==> src/rtl/nvm_wp_pkg.sv <==
// Package for the nonvolatile-memory write-protection block.
// Assumes a single 200 MHz core clock and 22-bit byte addresses.
package nvm_wp_pkg;

  localparam int ADDR_W = 22;

  // Register offsets (printed offsets are byte addresses)
  localparam logic [ADDR_W-1:0] PROGRAM_BLOCK_WRITE_LOCK_OFS  = 22'h30000A;
  localparam logic [ADDR_W-1:0] SPECIAL_REGION_WRITE_LOCK_OFS = 22'h30000B;
  localparam logic [ADDR_W-1:0] BOOT_SIZE_CONFIG_BYTE_OFS     = 22'h300006;

  // Field positions in the special-region byte
  localparam int EEPROM_LOCK_BIT = 7;
  localparam int BOOT_LOCK_BIT   = 6;
  localparam int CONFIG_LOCK_BIT = 5;
  localparam logic [7:0] SPECIAL_IMPL_MASK = 8'hE0;
  // Size field position in the boot-size byte
  localparam int BOOT_SIZE_LSB = 4;

  // Values after reset: everything unlocked (erased cells read one)
  localparam logic [7:0] PROGRAM_LOCK_RESET = 8'hFF;
  localparam logic [7:0] SPECIAL_LOCK_RESET = 8'hE0;
  localparam logic [1:0] BOOT_SIZE_RESET    = 2'h0;

  // Address map
  localparam logic [ADDR_W-1:0] CONFIG_SPACE_LO = 22'h300000;
  localparam logic [ADDR_W-1:0] CONFIG_SPACE_HI = 22'h3000FF;
  localparam int BLOCK_SHIFT = 14;
  localparam logic [ADDR_W-1:0] BOOT_HI_SMALL  = 22'h0007FF;
  localparam logic [ADDR_W-1:0] BOOT_HI_MEDIUM = 22'h000FFF;
  localparam logic [ADDR_W-1:0] BOOT_HI_LARGE  = 22'h001FFF;

  // Target memory of a self-write or erase
  typedef enum logic [1:0] {
    TARGET_PROGRAM = 2'b00,
    TARGET_EEPROM  = 2'b01,
    TARGET_CONFIG  = 2'b10
  } target_type;

  typedef struct packed {
    logic                    valid;
    target_type              target;
    logic                    erase;
    logic [ADDR_W-1:0]       addr;
    logic [7:0]              data;
  } nvm_req_type;

endpackage

==> src/rtl/nvm_lock_store.sv <==
// Lock byte store: three configuration bytes held in registers.
// Assumes writes are already qualified by the caller.
`timescale 1ns/100ps
`default_nettype none
module nvm_lock_store
  import nvm_wp_pkg::*;
(
  input  wire logic       sys_clk,
  input  wire logic       rstn,
  input  wire logic       wr_prog,
  input  wire logic       wr_spec,
  input  wire logic       wr_size,
  input  wire logic [7:0] wdata,
  output logic      [7:0] prog_lock,
  output logic      [7:0] spec_lock,
  output logic      [1:0] size_sel
);

  // Storage with power-on values
  always_ff @(posedge sys_clk or negedge rstn)
  begin
    if (!rstn)
    begin
      prog_lock <= PROGRAM_LOCK_RESET;
      spec_lock <= SPECIAL_LOCK_RESET;
      size_sel  <= BOOT_SIZE_RESET;
    end
    else
    begin
      if (wr_prog)
        prog_lock <= wdata;
      if (wr_spec)
        spec_lock <= wdata & SPECIAL_IMPL_MASK;
      if (wr_size)
        size_sel <= wdata[BOOT_SIZE_LSB +: 2];
    end
  end

endmodule
`default_nettype wire

==> src/rtl/nvm_write_protect_config.sv <==
// Write-protection configuration for program, data and config memories.
// Assumes memory controllers present one request per cycle and obey the
// permit/discard answer one cycle later; prog_mode is a pin-level input.
// Assumes a plain strobe register port that never waits, through which
// the lock bytes are loaded after power-on.
// Functional notes
// - A byte of eight lock bits guards the eight program blocks, one each, bit high meaning writable.
// - A second byte holds data-EEPROM, boot-block and config-space locks in bits 7..5, lower bits reading zero.
// - A clear data-EEPROM lock refuses writes to data EEPROM.
// - A clear config lock refuses writes to the configuration address range.
// - The config lock bit only changes while the device is in external programming mode.
// - The boot-block size field sets the upper bound of the boot region and the lower bound of block 0.
// - The size field picks a boot-block top of 0007FF, 000FFF or 001FFF.
//
// Strobed register access is this design's own decision.
`timescale 1ns/100ps
`default_nettype none
module nvm_write_protect_config
  import nvm_wp_pkg::*;
(
  input  wire logic              sys_clk,
  input  wire logic              rstn,
  input  wire logic              prog_mode,
  input  wire logic [ADDR_W-1:0] reg_addr,
  input  wire logic [7:0]        reg_wdata,
  input  wire logic              reg_wr,
  input  wire logic              reg_rd,
  output logic      [7:0]        reg_rdata,
  input  wire nvm_req_type       req,
  output nvm_req_type            grant,
  output logic                   discard,
  output logic      [7:0]        program_lock_out,
  output logic                   eeprom_write_lock,
  output logic                   boot_block_write_lock,
  output logic                   config_space_write_lock
);

  logic [7:0]        prog_lock;
  logic [7:0]        spec_lock;
  logic [1:0]        boot_block_size_sel;
  logic [2:0]        mode_sync_reg;
  logic              prog_mode_reg;
  logic [7:0]        reg_rdata_next;
  logic              allowed;
  logic [ADDR_W-1:0] boot_top;
  logic [2:0]        blk_idx;
  logic              in_boot;
  logic              in_config;
  logic              block_ok;
  logic              hit_prog;
  logic              hit_spec;
  logic              hit_size;
  logic [7:0]        spec_wdata;
  logic              sel_prog;
  logic              sel_spec;
  logic              sel_size;
  logic [7:0]        store_wdata;
  logic              eeprom_ok;
  logic              boot_ok;
  logic              config_ok;

  // Boot-block top from size field
  function automatic logic [ADDR_W-1:0] boot_top_of(input logic [1:0] sel);
    logic [ADDR_W-1:0] top;
    top = BOOT_HI_SMALL;
    if (sel == 2'h1)
      top = BOOT_HI_MEDIUM;
    else if (sel[1])
      top = BOOT_HI_LARGE;
    return top;
  endfunction

  // Programming-mode pin through three flops
  always_ff @(posedge sys_clk or negedge rstn)
  begin
    if (!rstn)
    begin
      mode_sync_reg <= 3'h0;
    end
    else
    begin
      mode_sync_reg <= {mode_sync_reg[1:0], prog_mode};
    end
  end

  // Mode taken only once the second and third flops agree
  always_ff @(posedge sys_clk or negedge rstn)
  begin
    if (!rstn)
    begin
      prog_mode_reg <= 1'b0;
    end
    else if (mode_sync_reg[2] == mode_sync_reg[1])
    begin
      prog_mode_reg <= mode_sync_reg[2];
    end
  end

  // Address match per lock byte, shared by write and read paths
  assign sel_prog = (reg_addr == PROGRAM_BLOCK_WRITE_LOCK_OFS);
  assign sel_spec = (reg_addr == SPECIAL_REGION_WRITE_LOCK_OFS);
  assign sel_size = (reg_addr == BOOT_SIZE_CONFIG_BYTE_OFS);

  // Write strobes per byte
  assign hit_prog = reg_wr && sel_prog;
  assign hit_spec = reg_wr && sel_spec;
  assign hit_size = reg_wr && sel_size;

  // Config lock keeps its value outside programming mode
  assign spec_wdata = prog_mode_reg ? reg_wdata
                    : {reg_wdata[7:6], spec_lock[CONFIG_LOCK_BIT], reg_wdata[4:0]};

  // Data into the store; only the special byte needs the mode filter
  assign store_wdata = hit_spec ? spec_wdata : reg_wdata;

  nvm_lock_store u_store (
    .sys_clk   (sys_clk),
    .rstn      (rstn),
    .wr_prog   (hit_prog),
    .wr_spec   (hit_spec),
    .wr_size   (hit_size),
    .wdata     (store_wdata),
    .prog_lock (prog_lock),
    .spec_lock (spec_lock),
    .size_sel  (boot_block_size_sel)
  );

  // Read data select; unmapped addresses read zero
  always_comb
  begin
    reg_rdata_next = 8'h00;
    if (sel_prog)
      reg_rdata_next = prog_lock;
    else if (sel_spec)
      reg_rdata_next = spec_lock & SPECIAL_IMPL_MASK;
    else if (sel_size)
      reg_rdata_next = {2'h0, boot_block_size_sel, 4'h0};
  end

  // Lock bits per special region, high meaning writable
  assign eeprom_ok = spec_lock[EEPROM_LOCK_BIT];
  assign boot_ok   = spec_lock[BOOT_LOCK_BIT];
  assign config_ok = spec_lock[CONFIG_LOCK_BIT];

  // Region decode; the boot region always starts at address zero
  assign boot_top  = boot_top_of(boot_block_size_sel);
  assign blk_idx   = req.addr[BLOCK_SHIFT +: 3];
  assign in_boot   = (req.addr <= boot_top);
  assign in_config = (req.addr >= CONFIG_SPACE_LO) && (req.addr <= CONFIG_SPACE_HI);
  // Block 0 starts just above the boot block
  assign block_ok  = in_boot ? boot_ok : prog_lock[blk_idx];

  // Permission per target
  always_comb
  begin
    allowed = 1'b0;
    unique case (req.target)
      TARGET_PROGRAM: allowed = block_ok;
      TARGET_EEPROM:  allowed = eeprom_ok;
      TARGET_CONFIG:  allowed = in_config && config_ok;
      default:        allowed = 1'b0;
    endcase
  end

  // Read data: stands only in the cycle after the read strobe
  always_ff @(posedge sys_clk or negedge rstn)
  begin
    if (!rstn)
    begin
      reg_rdata <= 8'h00;
    end
    else
    begin
      reg_rdata <= reg_rd ? reg_rdata_next : 8'h00;
    end
  end

  // Answer to a request: copy always passed on, valid bit set only when permitted
  always_ff @(posedge sys_clk or negedge rstn)
  begin
    if (!rstn)
    begin
      grant   <= '0;
      discard <= 1'b0;
    end
    else
    begin
      grant       <= req;
      grant.valid <= req.valid && allowed;
      discard     <= req.valid && !allowed;
    end
  end

  // Block lock byte towards the program-memory controller
  always_ff @(posedge sys_clk or negedge rstn)
  begin
    if (!rstn)
    begin
      program_lock_out <= PROGRAM_LOCK_RESET;
    end
    else
    begin
      program_lock_out <= prog_lock;
    end
  end

  // Special-region locks towards the data, boot and config controllers
  always_ff @(posedge sys_clk or negedge rstn)
  begin
    if (!rstn)
    begin
      eeprom_write_lock       <= SPECIAL_LOCK_RESET[EEPROM_LOCK_BIT];
      boot_block_write_lock   <= SPECIAL_LOCK_RESET[BOOT_LOCK_BIT];
      config_space_write_lock <= SPECIAL_LOCK_RESET[CONFIG_LOCK_BIT];
    end
    else
    begin
      eeprom_write_lock       <= eeprom_ok;
      boot_block_write_lock   <= boot_ok;
      config_space_write_lock <= config_ok;
    end
  end

endmodule
`default_nettype wire

==> config.mk <==
export PLATFORM = sky130hd
export DESIGN_NAME = nvm_write_protect_config
export DESIGN_NICKNAME = d
export VERILOG_FILES = /design/src/rtl/nvm_wp_pkg.sv /design/src/rtl/nvm_lock_store.sv /design/src/rtl/nvm_write_protect_config.sv
export SDC_FILE = /design/constraint.sdc
export NUM_CORES = 1
export LEC_CHECK = 0
export ABC_AREA = 0
export BUFFER_PORTS_ARGS = -buffer_cell sky130_fd_sc_hd__buf_2
export CORE_AREA = 4 4 107 109
export CTS_CLUSTER_DIAMETER = 100
export CTS_CLUSTER_SIZE = 40
export DETAILED_ROUTE_END_ITERATION = 12
export DIE_AREA = 0 0 111 113
export GPL_ROUTABILITY_DRIVEN = 0
export GPL_TIMING_DRIVEN = 0
export PLACE_DENSITY = 0.5
export SKIP_LAST_GASP = 1
export SLEW_MARGIN = 10
export SYNTH_ARGS = -nofsm -noshare
export SYNTH_HDL_FRONTEND = slang
export SYNTH_HIERARCHICAL = 1
export SYNTH_SLANG_ARGS = --single-unit
==> constraint.sdc <==
create_clock -name sys_clk -period 2.9 [get_ports sys_clk]
set_input_delay 0.29 -clock sys_clk [delete_from_list [all_inputs] [get_ports sys_clk]]
set_output_delay 0.29 -clock sys_clk [all_outputs]
set_load 0.03 [all_outputs]
==> flow_metrics.py <==
metrics = {
    "run_status": {
        "status": "finished, final reports clean",
    },
    "pwr": {
        "switching_share": 0.242,
        "vdd_ir_drop_max_mv": 0.151,
        "leakagePower_nw": 1.70,
        "clockPowerShare": 0.364,
        "power_mw": 1.90,
        "powerDensity_mw_per_mm2": 542,
        "combPwrFrac": 0.097,
        "switching_power_uw": 460,
        "seqPwrFrac": 0.539,
        "p_int_mw": 1.44,
    },
    "logic_synthesis": {
        "synth_area_per_cell_um2": 16.3,
        "synth.cell_area_mm2": 0.00253,
        "ys_warn_count": 6,
        "syn_inst": 155,
        "syn_nets": 226,
    },
    "detailed_routing": {
        "first_iter_violations": 50,
        "routedWlPerCell_um": 14.6,
        "wirelength_um": 6350,
        "drcViolationCount": 0,
        "vias_per_cell": 4.06,
        "dr.pass1.iters": 4,
        "ant_nets": 0,
        "routed-via-count": 1760,
    },
    "floorplanning": {
        "row_count": 38,
        "dieArea_mm2": 0.0125,
        "fp.dieW_um": 111,
        "initial_utilization": 0.238,
        "fp.dieH_um": 113,
        "boundaryPins": 123,
        "fp.coreArea_mm2": 0.0106,
    },
    "cts": {
        "htree_levels": 3,
        "post_cts_buffers": 0,
        "clk_pin_slew_ns": 0.07,
        "insertion_delay_ns": 0.33,
        "cts_resized": 0,
        "cts_root_buf": "clkbuf_8",
        "cts_buffer_depth": 2,
        "cts_hold_buf": 1,
        "cts_tree": "done",
        "clock-sinks": 71,
        "cts_buffers": 9,
    },
    "global_routing": {
        "grt_antenna_before_repair": 0,
        "first_global_vias": 1989,
        "grt_pass1_wl_um": 10300,
        "grt_usage": 0.106,
        "grt_max_degree": 40,
        "overflow": 0,
    },
    "cells_and_area": {
        "largest_reg_flops": 34,
        "multi_input_area_um2": 699,
        "fin_area_mm2": 0.00351,
        "fillers": 1068,
        "regArea_mm2": 0.00180,
        "drive_gt1_frac": 0.605,
        "diodes": 0,
        "layout.nets": 360,
        "syn_to_final_growth_pct": 39.0,
        "top_register": "grant",
    },
    "placed_design": {
        "port_buffers": 121,
        "place_area_mm2": 0.00333,
        "dp.final_hpwl_um": 5050,
    },
    "sta": {
        "worst_pin_slew_ns": 0.554,
        "final-max-slew-violation-count": 0,
        "period_share": 0.656,
        "skew_ns": 0.00390,
        "grt_setup_unrepaired": "no",
        "period_needed_ns": 1.90,
        "slew_headroom": 0.627,
        "finalSetupViolations": 0,
        "fmax_mhz": 526,
        "finalHoldViolCount": 0,
        "finalSetupTns_ns": 0,
    },
    "setup_path": {
        "crit_type": "flip-flop to flip-flop",
        "start_kind": "flip-flop",
        "required_ns": 3.12,
        "worstRegToRegCells": 6,
        "cp_max_fo": 4,
        "worstSetupEndpointType": "flip-flop",
        "crit_arrival_ns": 2.12,
    },
    "worst_hold_path": {
        "min_path_cells": 1,
        "hold_path.class": "primary input to flip-flop",
    },
    "flow_run": {
        "max_cap_violations": 0,
    },
}
==> metal layers <==
metal  up-vias  GRT usage  routed length, um
met1       854      0.123               2580
met3         5     0.0406                517
met4         0     0.0443                 89
li1        830          -                  -
met2        71      0.177               3160
met5         -          0                  0
==> area by class of cell <==
type / count / area share
sequential: 71 / 0.514
multi-input combinational: 80 / 0.199
timing repair buffer: 123 / 0.182
tap: 140 / 0.0499
clock buffer: 15 / 0.0474
buffer: 2 / 0.00428
inverter: 2 / 0.00214
clock inverter: 1 / 0.00143
==> critical path, cell delays in order (launching register included) <==
cell,delay [ns]
dfrtp_1,0.41
nor2_1,0.08
ha_1,0.27
nand4_1,0.11
o31a_1,0.33
or3_1,0.39
and4_1,0.21
==> worst paths after layout <==
check / start / end / slack, ns
hold reg to reg: mode_sync_reg[0] / mode_sync_reg[1] / 0.35
setup reg to reg: u_store/size_sel[1] / discard / 1.0
min in group asynchronous: rstn / grant[23] / 0.46
hold / removal: req[7] / grant[7] / 0.06
max in group asynchronous: rstn / eeprom_write_lock / 1.82
setup / recovery: u_store/size_sel[1] / discard / 1.0
==> cells in the final DEF (no fill, tap or decap), types with 2 or more instances in the layout <==
cell type and count:
and2_1 4, and3_1 5, buf_2 120, clkbuf_1 5, clkbuf_8 11, dfrtp_1 49
dfstp_2 22, ha_1 2, inv_1 2, mux2_2 7, mux2_4 8, mux2i_1 3
nand2_1 4, nand2b_1 4, nand3b_1 4, nand4_1 5, nor2_1 5, nor2b_1 2
nor3_1 2, nor4_1 2, nor4_2 5
==> power by group through the flow <==
stage                     Clock (mW)  Sequential, mW  Combinational, mW
after global routing           0.776            1.03              0.203
after floorplan                    0            1.10             0.0216
after global placement             0            1.04              0.182
after CTS                      0.726            1.03              0.189
final                          0.694            1.03              0.185
after detailed placement           0            1.04              0.188
==> per-stage QoR <==
step / cells / setup slack [ns] / utilization / hold WS (ns)
6_report: 434 / 0.998 / 0.331 / 0.0587
2_1_floorplan: 155 / 1.14 / - / -0.00559
5_1_grt: 434 / 0.882 / 0.331 / 0.0304
3_5_place_dp: 417 / 0.776 / 0.314 / 0.278
4_1_cts: 434 / 0.961 / 0.331 / 0.0333
3_3_place_gp: 416 / 0.846 / 0.312 / 0.337
(Power assumes the default switching activity.)
